`config.mk`:
```
export PLATFORM = sky130hd
export DESIGN_NAME = oes_top
export DESIGN_NICKNAME = d
export VERILOG_FILES = /design/src/include/oes_pkg.sv /design/src/core/oes_gate.sv /design/src/core/oes_top.sv
export SDC_FILE = /design/constraint.sdc
export NUM_CORES = 1
export LEC_CHECK = 0
export BUFFER_PORTS_ARGS = -buffer_cell sky130_fd_sc_hd__buf_2
export CORE_AREA = 4 4 67 69
export CTS_CLUSTER_SIZE = 25
export DETAILED_ROUTE_END_ITERATION = 7
export DIE_AREA = 0 0 71 73
export HOLD_SLACK_MARGIN = 0.08
export PLACE_DENSITY = 0.81
export SKIP_CTS_REPAIR_TIMING = 1
export SLEW_MARGIN = 40
export SYNTH_ARGS = -nofsm -noshare
export SYNTH_HDL_FRONTEND = slang
export SYNTH_SLANG_ARGS = --single-unit
```
`constraint.sdc`:
```
create_clock -name clk_i -period 1.7 [get_ports clk_i]
set_clock_uncertainty 0.1 [all_clocks]
set_input_delay 0.17 -clock clk_i [delete_from_list [all_inputs] [get_ports clk_i]]
set_output_delay 0.17 -clock clk_i [all_outputs]
set_load 0.05 [all_outputs]
```
`src/include/oes_pkg.sv`:
```
// package: register map, field layout and reset value of the output enable block
package oes_pkg;
   // register map
   localparam logic [7:0] OES_ADDR_CFG   = 8'h00;
   localparam logic [7:0] OES_ADDR_STAT  = 8'h04;
   localparam logic [7:0] OES_CFG_RESET  = 8'hf6;
   // field positions
   localparam int OES_BIT_MFS    = 7;
   localparam int OES_BIT_FS     = 6;
   localparam int OES_BIT_LT     = 5;
   localparam int OES_BIT_CC     = 4;
   localparam int OES_SEL_LSB    = 0;
   localparam int OES_SEL_W      = 4;
   // seventh output selector codes
   typedef enum logic [3:0] {
      OES_SEL_OFF   = 4'b0000,
      OES_SEL_2K    = 4'b0001,
      OES_SEL_8K    = 4'b0010,
      OES_SEL_DIG2  = 4'b0011
   } oes_sel_e;
   // gate bundle towards the clock outputs
   typedef struct packed {
      logic       multiframe_sync_enable;
      logic       frame_sync_enable;
      logic       line_timing_clock_enable;
      logic       composite_clock_enable;
      logic [3:0] seventh_sel;
   } oes_cfg_s;
endpackage

```
`src/core/oes_gate.sv`:
```
// one registered clock gate: passes a source only while enabled
`timescale 1ns/1ns
module oes_gate
(
   input  wire logic clk_i,
   input  wire logic rst_i,
   input  wire logic en_i,
   input  wire logic src_i,
   output logic      out_o
);
   logic out_r;
   logic out_nxt;

   // disabled output is held low, not left floating
   always_comb
   begin
      out_nxt = en_i & src_i;
   end

   always_ff @(posedge clk_i)
   begin
      if (rst_i)
         out_r <= 1'b0;
      else
         out_r <= out_nxt;
   end

   assign out_o = out_r;
endmodule // oes_gate

```
`src/core/oes_top.sv`:
```
// apb register holding output enables and the seventh output rate select
//
// The register offsets and the APB register port were chosen for this implementation.
`timescale 1ns/1ns
module oes_top
(
   input  wire logic        clk_i,
   input  wire logic        rst_i,
   input  wire logic        psel,
   input  wire logic        penable,
   input  wire logic        pwrite,
   input  wire logic [7:0]  paddr,
   input  wire logic [31:0] pwdata,
   input  wire logic [3:0]  pstrb,
   output logic      [31:0] prdata,
   output logic             pready,
   output logic             pslverr,
   input  wire logic        multiframe_sync_i,
   input  wire logic        frame_sync_i,
   input  wire logic        line_timing_clock_i,
   input  wire logic        composite_clock_i,
   input  wire logic        second_digital_frequency_i,
   input  wire logic [15:0] pll_div_i,
   output logic             multiframe_sync_output_o,
   output logic             frame_sync_output_o,
   output logic             line_timing_clock_output_o,
   output logic             composite_clock_output_o,
   output logic             seventh_clock_output_o,
   output logic      [7:0]  cfg_o
);
   // configuration register and its next value
   // the register is the only software visible state of the block;
   // everything else is derived from it and the source levels
   logic [7:0]  cfg_r;
   logic [7:0]  cfg_nxt;
   // registered bus answer: read data, error flag and ready strobe
   // all three are flip-flops so the bus outputs carry no decode glitches
   logic [31:0] rd_r;
   logic [31:0] rd_nxt;
   logic        err_r;
   logic        err_nxt;
   logic        rdy_r;
   logic        rdy_nxt;
   // seventh output flop and the selected source feeding it
   logic        sev_r;
   logic        sev_nxt;
   // per output vectors, index 4 down to 1 for the dedicated outputs
   // index 0 belongs to the seventh output, which has its own selector
   logic [4:0]  src;
   logic [4:0]  en;
   logic [4:0]  gated;
   oes_pkg::oes_cfg_s cfg_s;

   // bus phase and address decode helpers
   logic setup;
   logic access;
   logic hit_cfg;
   logic hit_stat;

   // register layout, low byte of the bus word:
   //    bit 7    multiframe sync output enable
   //    bit 6    frame sync output enable
   //    bit 5    line timing clock output enable
   //    bit 4    composite clock output enable
   //    bits 3:0 seventh output rate select code
   // upper 24 bits read as zero and are dropped on write
   //
   // status word, read only, bits 4:0:
   //    bit 4    multiframe sync output as driven
   //    bit 3    frame sync output as driven
   //    bit 2    line timing clock output as driven
   //    bit 1    composite clock output as driven
   //    bit 0    seventh clock output as driven
   // a write to the status word is refused with an error

   assign cfg_s    = cfg_r;
   assign setup    = psel & ~penable;
   assign access   = psel & penable & rdy_r;
   assign hit_cfg  = (paddr == oes_pkg::OES_ADDR_CFG);
   assign hit_stat = (paddr == oes_pkg::OES_ADDR_STAT);

   // bus side: answer one cycle after setup, so pready is registered
   // transfer walk, zero wait states:
   //    edge n   setup seen; read data, error and ready are prepared
   //    edge n+1 access completes with ready high; a write lands here
   // ready drops again at edge n+1 since setup is no longer seen,
   // so back to back transfers each take exactly two cycles
   // refused transfers: unmapped offset, or write to the status word;
   // a write with the low byte strobe clear is ignored without error
   always_comb
   begin
      cfg_nxt = cfg_r;
      rd_nxt  = rd_r;
      err_nxt = 1'b0;
      rdy_nxt = setup;
      if (setup)
      begin
         rd_nxt = 32'h0000_0000;
         if (!pwrite && hit_cfg)
            rd_nxt = {24'h00_0000, cfg_r};
         else if (!pwrite && hit_stat)
            rd_nxt = {27'h000_0000, gated};
         err_nxt = ~(hit_cfg | (hit_stat & ~pwrite));
      end
      // write only lands at the completing edge
      if (access && pwrite && hit_cfg && pstrb[0])
         cfg_nxt = pwdata[7:0];
   end

   // register the bus side; reset leaves all four outputs enabled
   // and no transfer pending, so the first setup may follow at once
   always_ff @(posedge clk_i)
   begin
      if (rst_i)
      begin
         cfg_r <= oes_pkg::OES_CFG_RESET;
         rd_r  <= 32'h0000_0000;
         err_r <= 1'b0;
         rdy_r <= 1'b0;
      end
      else
      begin
         cfg_r <= cfg_nxt;
         rd_r  <= rd_nxt;
         err_r <= err_nxt;
         rdy_r <= rdy_nxt;
      end
   end

   // seventh output selector; upper codes come from a divided pll vector
   // codes 4 to 15 each take one bit of the divided vector, so the
   // divider outside the block decides which pll rate a code carries
   // all sixteen codes are listed, so no code is illegal
   always_comb
   begin
      unique case (cfg_s.seventh_sel)
         oes_pkg::OES_SEL_OFF:  sev_nxt = 1'b0;
         oes_pkg::OES_SEL_2K:   sev_nxt = multiframe_sync_i;
         oes_pkg::OES_SEL_8K:   sev_nxt = frame_sync_i;
         oes_pkg::OES_SEL_DIG2: sev_nxt = second_digital_frequency_i;
         4'h4:                  sev_nxt = pll_div_i[4];
         4'h5:                  sev_nxt = pll_div_i[5];
         4'h6:                  sev_nxt = pll_div_i[6];
         4'h7:                  sev_nxt = pll_div_i[7];
         4'h8:                  sev_nxt = pll_div_i[8];
         4'h9:                  sev_nxt = pll_div_i[9];
         4'ha:                  sev_nxt = pll_div_i[10];
         4'hb:                  sev_nxt = pll_div_i[11];
         4'hc:                  sev_nxt = pll_div_i[12];
         4'hd:                  sev_nxt = pll_div_i[13];
         4'he:                  sev_nxt = pll_div_i[14];
         4'hf:                  sev_nxt = pll_div_i[15];
      endcase
   end

   // seventh output flop; a code change shows one cycle later, like the
   // gated outputs, so all five outputs keep the same latency

   always_ff @(posedge clk_i)
   begin
      if (rst_i)
         sev_r <= 1'b0;
      else
         sev_r <= sev_nxt;
   end

   // dedicated outputs and their enables, one gate each
   // an enable cleared in mid cycle of a source cuts it at once; no
   // attempt is made to finish a running period, a limitation to note
   // downstream logic sees a low level while an output is disabled
   assign src = {multiframe_sync_i, frame_sync_i, line_timing_clock_i,
                 composite_clock_i, 1'b0};
   assign en  = {cfg_s.multiframe_sync_enable,
                 cfg_s.frame_sync_enable,
                 cfg_s.line_timing_clock_enable,
                 cfg_s.composite_clock_enable,
                 1'b0};

   genvar g;
   generate
      for (g = 1; g < 5; g++)
      begin : g_gate
         oes_gate u_gate
         (
            .clk_i (clk_i),
            .rst_i (rst_i),
            .en_i  (en[g]),
            .src_i (src[g]),
            .out_o (gated[g])
         );
      end
   endgenerate
   assign gated[0] = sev_r;

   // every output comes straight from a flip-flop:
   //    dedicated outputs from the gate flops
   //    seventh output from its own flop
   //    bus outputs and the register copy from the bus side flops
   assign multiframe_sync_output_o   = gated[4];
   assign frame_sync_output_o        = gated[3];
   assign line_timing_clock_output_o = gated[2];
   assign composite_clock_output_o   = gated[1];
   assign seventh_clock_output_o     = sev_r;
   assign cfg_o   = cfg_r;
   assign prdata  = rd_r;
   assign pready  = rdy_r;
   assign pslverr = err_r;
endmodule // oes_top

```
==> results.py, run 1 <==
metrics = {
    "status": {
        "outcome": "complete, no violations",
    },
    "sta": {
        "rsz0062_at_grt": "no",
        "fmax_mhz": 659,
        "post-route-period-util_pct": 89.2,
        "finalCriticalPeriod_ns": 1.52,
        "maxSlewViolCount": 0,
        "finalHoldViolCount": 0,
        "setup_viol": 0,
    },
    "die": {
        "core_area_sq_um": 3910,
        "ios": 117,
        "die_h_um": 73,
        "dieArea_sq_um": 5180,
        "start_util_pct": 32.1,
        "die_w_um": 71,
        "row_count": 23,
    },
    "detailed_routing": {
        "drt_iter0_markers": 37,
        "routed_via_density": 4.32,
        "ant_nets": 0,
        "wl_per_cell_um": 12.6,
        "vias": 1092,
        "routed_wl_um": 3180,
        "first_pass_iters": 4,
        "drc": 0,
    },
    "pwr": {
        "leakage_nw": 0.826,
        "power.internal_w": 0.000789,
        "clkPwrFrac_pct": 29.2,
        "p_sw_w": 0.000376,
        "power.density_nw_per_um2": 681,
        "seqPwrFrac_pct": 47.2,
        "power_frac_comb_pct": 23.6,
        "switching_share_pct": 32.3,
        "ir_drop_mv": 0.275,
    },
    "final_layout": {
        "multi_input_area_sq_um": 631,
        "postLayoutCoreUtil_pct": 43.7,
        "synthToLayoutAreaGrowth_pct": 36.3,
        "stdcell_area_sq_um": 1710,
        "antenna_cells": 0,
        "regArea_sq_um": 463,
        "drive_gt1_share_pct": 43.8,
        "nets": 274,
        "fillCellCount": 410,
    },
    "critical_path": {
        "cp.required_ns": 1.76,
        "worst_ep_arrival_time_ns": 1.57,
        "reg2reg_slack_ns": 0.25,
        "end_kind": "flop",
        "worstPathMaxFanout": 13,
        "critPathKind": "in2reg",
        "worst_setup_path_start_kind": "input port",
    },
    "global_route": {
        "use_met3_pct": 2.34,
        "grtUsageMet1_pct": 14.7,
        "antenna_found_initial": 0,
        "grt_max_degree": 25,
        "grt_pass1_vias": 991,
        "met2_usage_pct": 19.4,
        "grt_usage_pct": 11.7,
        "grt_pass1_wl_um": 4760,
        "grt-ovfl-total": 0,
        "busiest_layer": "met2",
    },
    "synth": {
        "async_flop_share_pct": 0,
        "yosysTopAreaCell": "dfxtp_1",
        "ys_seq_area_share_pct": 36.7,
        "synth_top_area_share_pct": 36.7,
        "synth_area_sq_um": 1260,
        "synth_area_leaders": "dfxtp_1 (37%), buf_4 (17%), mux2i_1 (4.8%), mux2_2 (4.5%), nor2b_1 (4.0%)",
        "synth_most_common_cell": "buf_4",
        "synth_edf_count": 0,
        "ys_top_cells_by_count": "buf_4 (29), dfxtp_1 (23), nor2_1 (13)",
        "synth.distinct_cells": 30,
        "ys_warn_count": 0,
        "synth_flop_cell": "dfxtp_1",
        "synth-seq-cells": 23,
        "avgSynthCellArea_sq_um": 9.74,
        "postSynthCellCount": 129,
    },
    "clock_tree": {
        "cts-buffers-inserted": 3,
        "clockBufferDepth": 2,
        "cts.sinks": 23,
        "ctsHtreeMaxLevel": 1,
        "root_buffer": "clkbuf_8",
        "clock_latency_ns": 0.26,
        "clk_pin_slew_ns": 0.08,
        "cts_tree": "built",
    },
    "placed_design": {
        "dp_hpwl_um": 2480,
        "gp_congestion": 0.678,
        "port-buffer-count": 61,
        "place_area_sq_um": 1550,
    },
    "worst_hold_path": {
        "hold_class": "in2reg",
    },
    "job": {
        "drv_cap": 0,
    },
}
per-stage QoR:
step,setup TNS [ns],power (W),setup WS (ns),cells,hold slack [ns]
floorplan,0,0.000793,0.0119,152,0.188
global placement,-0.747,0.000813,-0.0819,237,0.276
detailed placement,-0.852,0.000815,-0.0888,237,0.278
CTS,0,0.00116,0.178,241,0.00297
global route,0,0.00123,0.139,253,0.219
finish,0,0.00117,0.183,253,0.164
layout by cell type (no fill, tap or decap), drive strengths merged, types with 2 or more instances in the layout:
cell type    synthesis  layout
a211o                6       6
dlygate4sd3          0      12
nand2                3       3
a21oi                2       2
a32oi                3       3
nand3b               3       3
nor2b                8       8
mux2i                6       6
mux2                 5       5
conb                 1      24
dfxtp               23      23
buf                 30      70
a22oi                5       5
nor2                13      13
and3b                2       2
nor4                 2       2
clkbuf               5       3
power by group through the flow:
stage / registers, W / clock network, W / logic (W)
after global routing: 0.000551 / 0.000381 / 0.000293
final: 0.000550 / 0.000341 / 0.000275
after floorplan: 0.000593 / 0 / 0.000201
after CTS: 0.000550 / 0.000352 / 0.000253
after global placement: 0.000563 / 0 / 0.000251
after detailed placement: 0.000563 / 0 / 0.000253
final cells by class:
class                   instances  share of cell area, %
inverters                       1                  0.219
clock inverters                 1                  0.292
well taps                      50                   3.65
clock buffers                   3                   2.41
multi-input cells              93                   36.8
repair buffers                 82                   29.5
flip-flops and latches         23                   27.0
per-layer routing:
metal,up-vias,wire length [um]
met4,0,36
met5,-,0
met3,2,305
met2,61,1500
met1,479,1340
li1,550,-
state kept, by name, summed over array words and instances, names as in the netlist:
name,flops
pslverr,1
seventh_clock_output_o,1
g_gate.u_gate.out_o,4
cfg_o,8
pready,1
prdata,8
kinds of logic after synthesis:
group | after synthesis | synth area share [%]
simple gates | 36 | 18.3
buf+inv | 36 | 20.0
mux | 12 | 11.1
compound gates | 21 | 13.6
other cells | 1 | 0.299
flops | 23 | 36.7
critical path, stage by stage:
cell	delay, ns
buf_2	0.09
or3_1	0.43
nor4_4	0.34
buf_12	0.18
nor2b_1	0.05
a211o_2	0.29
final timing paths:
check	startpoint	end	depth (start not counted)
max	paddr[7]	cfg_o[5]	6
min	pwrite	pslverr	3
max reg2reg	cfg_o[1]	seventh_clock_output_o	3
min reg2reg	cfg_o[7]	g_gate[4].u_gate.out_o	2
(Power assumes the default switching activity.)
==> run 2: changes to the inputs <==
--- a/config.mk
+++ b/config.mk
@@ -6,12 +6,13 @@
 export NUM_CORES = 1
 export LEC_CHECK = 0
 export BUFFER_PORTS_ARGS = -buffer_cell sky130_fd_sc_hd__buf_2
-export CORE_AREA = 4 4 67 69
+export CORE_AREA = 4 4 56 83
 export CTS_CLUSTER_SIZE = 25
 export DETAILED_ROUTE_END_ITERATION = 7
-export DIE_AREA = 0 0 71 73
+export DIE_AREA = 0 0 60 87
 export HOLD_SLACK_MARGIN = 0.08
 export PLACE_DENSITY = 0.81
+export REMOVE_ABC_BUFFERS = 1
 export SKIP_CTS_REPAIR_TIMING = 1
 export SLEW_MARGIN = 40
 export SYNTH_ARGS = -nofsm -noshare
==> results.py, run 2 (synthesized netlist as in run 1, its figures left out) <==
metrics = {
    "sta": {
        "setup_tns_ns": 0,
        "fmax_mhz": 618,
        "finalHoldViolCount": 0,
        "maxSlewViolCount": 0,
        "rsz0062_at_grt": "no",
        "post-route-period-util_pct": 95.3,
        "setup_viol": 0,
        "finalCriticalPeriod_ns": 1.62,
    },
    "critical_path": {
        "cp_slowest_stage_delay_ns": 0.55,
        "critPathKind": "in2reg",
        "cpMaxStageDelayCell": "or4_4",
        "worst_setup_path_start_kind": "input port",
        "crit_chain": "buf_2, or4_4, nor4_4, buf_12, nor2b_1, a211o_2",
        "worst_ep_arrival_time_ns": 1.68,
        "cp_top_family": "simple AND/OR/NAND/NOR gates",
        "worstPathMaxFanout": 14,
        "cp.required_ns": 1.76,
        "end_kind": "flop",
        "path_buf_inv": 2,
    },
    "die": {
        "die_w_um": 60,
        "ios": 117,
        "dieArea_sq_um": 5220,
        "die_h_um": 87,
        "core_area_sq_um": 3920,
        "start_util_pct": 32.0,
        "row_count": 28,
    },
    "detailed_routing": {
        "wl_per_cell_um": 12.6,
        "vias": 1099,
        "drt_iter0_markers": 28,
        "routed_via_density": 4.49,
        "routed_wl_um": 3100,
        "first_pass_iters": 4,
        "drc": 0,
        "ant_nets": 0,
    },
    "clock_tree": {
        "root_buffer": "clkbuf_8",
        "cts_tree": "built",
        "clockBufferDepth": 2,
        "ctsHtreeMaxLevel": 1,
        "cts.sinks": 23,
        "cts-buffers-inserted": 3,
        "clk_pin_slew_ns": 0.08,
        "clock_latency_ns": 0.26,
    },
    "global_route": {
        "grt_max_degree": 25,
        "grt_pass1_wl_um": 4610,
        "grt_pass1_vias": 1082,
        "grt_usage_pct": 11.5,
        "grt-ovfl-total": 0,
        "antenna_found_initial": 0,
    },
    "final_layout": {
        "layout_common_cells": "buf_2 (61), conb_1 (24), dfxtp_1 (23), nor2_1 (13), dlygate4sd3_1 (10)",
        "fin_cells": 245,
        "final_common_cell": "buf_2",
        "antenna_cells": 0,
        "fillCellCount": 405,
        "postLayoutCoreUtil_pct": 42.7,
        "nets": 271,
        "drive_gt1_share_pct": 43.0,
        "synthToLayoutAreaGrowth_pct": 33.4,
        "stdcell_area_sq_um": 1680,
    },
    "placed_design": {
        "port-buffer-count": 61,
        "place_area_sq_um": 1530,
        "gp_congestion": 0.769,
        "dp_cells": 231,
        "dp_hpwl_um": 2500,
    },
    "pwr": {
        "leakage_nw": 0.813,
        "ir_drop_mv": 0.516,
        "power.density_nw_per_um2": 691,
    },
    "job": {
        "drv_cap": 0,
    },
    "worst_hold_path": {
        "hold_class": "in2reg",
    },
    "status": {
        "outcome": "complete, no violations",
    },
}
run 2: path summary, 6_finish.rpt:
kind	start	cells after the start	end	slack, ns
setup / recovery	paddr[1]	6	cfg_o[5]	0.08
hold / removal	pwdata[3]	3	cfg_o[3]	0.04
setup reg to reg	cfg_o[1]	4	seventh_clock_output_o	0.22
hold reg to reg	cfg_o[7]	2	g_gate[4].u_gate.out_o	0.37
run 2: where the power goes:
group	switching [W]	internal (W)
Sequential	0.00000350	0.000547
Clock	0.000173	0.000163
Combinational	0.000196	0.0000762
Total	0.000372	0.000786
run 2: layer usage:
layer	up-vias	routed length, um	global-route usage (%)	share of wire, %
met2	43	1660	20.3	54
met3	2	269	5.04	8.7
met5	-	0	0	0
met4	0	19	4.23	0.61
met1	508	1150	11.5	37
li1	546	-	-	-
run 2: through the flow:
step	setup slack [ns]	hold slack [ns]	total power [W]
floorplan	-0.250	0.142	0.000741
global placement	-0.173	0.273	0.000812
detailed placement	-0.198	0.280	0.000816
CTS	0.0814	0.00694	0.00115
global route	0.0301	0.0813	0.00120
finish	0.0806	0.0444	0.00116
run 2: tightest hold or removal path, cell delays in order:
cell and delay (ns):
buf_2 0.08, mux2i_1 0.05, nor2_1 0.07
run 2: layout make-up:
class / instances / area [sq um] / share of cell area (%)
Sequential cell: 23 / 460 / 27.5
Timing Repair Buffer: 79 / 478 / 28.5
Clock buffer: 3 / 41.3 / 2.46
Inverter: 1 / 3.75 / 0.224
Clock inverter: 1 / 5.00 / 0.299
Tap cell: 45 / 56.3 / 3.36
Multi-Input combinational cell: 93 / 631 / 37.6
==> run 3: changes to the inputs <==
--- a/config.mk
+++ b/config.mk
@@ -6,12 +6,12 @@
 export NUM_CORES = 1
 export LEC_CHECK = 0
 export BUFFER_PORTS_ARGS = -buffer_cell sky130_fd_sc_hd__buf_2
-export CORE_AREA = 4 4 56 83
+export CORE_AREA = 4 4 77 61
 export CTS_CLUSTER_SIZE = 25
 export DETAILED_ROUTE_END_ITERATION = 7
-export DIE_AREA = 0 0 60 87
+export DIE_AREA = 0 0 81 65
 export HOLD_SLACK_MARGIN = 0.08
-export PLACE_DENSITY = 0.81
+export PLACE_DENSITY = 0.8
 export REMOVE_ABC_BUFFERS = 1
 export SKIP_CTS_REPAIR_TIMING = 1
 export SLEW_MARGIN = 40
==> results.py, run 3 (synthesized netlist as in run 1, its figures left out) <==
metrics = {
    "status": {
        "outcome": "complete, no violations",
    },
    "detailed_routing": {
        "vias": 1073,
        "routed_wl_um": 3160,
        "first_pass_iters": 4,
        "routed_via_density": 4.19,
        "wl_per_cell_um": 12.3,
        "drt_iter0_markers": 39,
        "ant_nets": 0,
        "drc": 0,
    },
    "clock_tree": {
        "cts_tree": "built",
        "cts.sinks": 23,
        "clk_pin_slew_ns": 0.08,
        "root_buffer": "clkbuf_8",
        "cts-buffers-inserted": 3,
        "clockBufferDepth": 2,
        "clock_latency_ns": 0.26,
        "ctsHtreeMaxLevel": 1,
    },
    "sta": {
        "post-route-period-util_pct": 97.4,
        "setup_viol": 0,
        "finalHoldViolCount": 0,
        "maxSlewViolCount": 0,
        "finalCriticalPeriod_ns": 1.66,
        "rsz0062_at_grt": "no",
        "worst_slack_ns": 0.0444,
        "fmax_mhz": 604,
        "whs_ns": 0.172,
    },
    "global_route": {
        "grt_pass1_vias": 999,
        "grt_pass1_wl_um": 4740,
        "grt_usage_pct": 11.5,
        "grt_max_degree": 25,
        "antenna_found_initial": 0,
        "grt-ovfl-total": 0,
    },
    "die": {
        "die_w_um": 81,
        "start_util_pct": 31.8,
        "core_area_sq_um": 3950,
        "die_h_um": 65,
        "ios": 117,
        "dieArea_sq_um": 5270,
        "row_count": 20,
    },
    "critical_path": {
        "critPathKind": "in2reg",
        "worst_setup_path_start_kind": "input port",
        "end_kind": "flop",
        "worstRegToRegCells": 3,
        "worst_ep_arrival_time_ns": 1.71,
        "crit_start": "paddr[1]",
        "r2r_start": "cfg_o[1]",
        "rr_endpoint": "seventh_clock_output_o",
        "reg2reg_slack_ns": 0.26,
        "cp.required_ns": 1.75,
        "worstPathMaxFanout": 14,
    },
    "final_layout": {
        "nets": 272,
        "layout_common_cells": "buf_2 (61), conb_1 (24), dfxtp_1 (23), nor2_1 (13), dlygate4sd3_1 (12)",
        "drive_gt1_share_pct": 41.8,
        "fin_cells": 256,
        "postLayoutCoreUtil_pct": 43.0,
        "final_common_cell": "buf_2",
        "antenna_cells": 0,
        "synthToLayoutAreaGrowth_pct": 35.3,
    },
    "job": {
        "drv_cap": 0,
    },
    "pwr": {
        "leakage_nw": 0.813,
        "p_total_w": 0.00116,
        "power.density_nw_per_um2": 681,
        "ir_drop_mv": 0.347,
    },
    "worst_hold_path": {
        "hold_end": "pslverr",
        "hold_class": "in2reg",
        "whs_path_depth": 3,
        "min-delay-start": "pwrite",
    },
    "placed_design": {
        "dp_cells": 240,
        "gp_congestion": 0.728,
        "preCtsSetupSlack_ns": -0.234,
        "dp_hpwl_um": 2520,
        "port-buffer-count": 61,
    },
}
-- run 3: final cells by class --
type	count	area, sq um
fillers	402	2250
multi-input cells	93	631
repair buffers	80	490
flip-flops and latches	23	460
well taps	55	68.8
clock buffers	4	45.0
inverters	1	3.75
-- run 3: worst max-delay path by stage --
stage / endpoint / slack (ns) / depth (start not counted)
3_5_place_dp: cfg_o[7] / -0.23 / 6
4_1_cts: cfg_o[7] / 0.04 / 6
2_1_floorplan: cfg_o[4] / -0.25 / 4
5_1_grt: cfg_o[7] / 0.006 / 6
6_report: cfg_o[7] / 0.04 / 6
3_3_place_gp: cfg_o[7] / -0.19 / 6
-- run 3: per-layer routing --
layer | GRT usage (%) | routed length [um]
met5 | 0 | 0
met2 | 18.5 | 1570
met4 | 1.27 | 0
met3 | 3.47 | 230
met1 | 15.4 | 1360
-- run 3: report_power, final --
part	leakage, nW	switching, W	total (W)	internal [W]
Clock	0.0228	0.000164	0.000331	0.000167
Combinational	0.603	0.000197	0.000276	0.0000791
Sequential	0.187	0.00000340	0.000550	0.000547
-- run 3: metrics by stage --
| step | TNS, ns | area [sq um] |
|---|---|---|
| 3_3_place_gp | -1.46 | 1530 |
| 6_report | 0 | 1700 |
| 2_1_floorplan | -1.71 | 1090 |
| 5_1_grt | 0 | 1700 |
| 4_1_cts | 0 | 1580 |
| 3_5_place_dp | -1.91 | 1530 |
-- run 3: worst max-delay path, cell delays in order --
cell     delay, ns
buf_2         0.10
or4_4         0.55
nor4_4        0.35
buf_12        0.18
nor2b_1       0.05
a211o_2       0.30
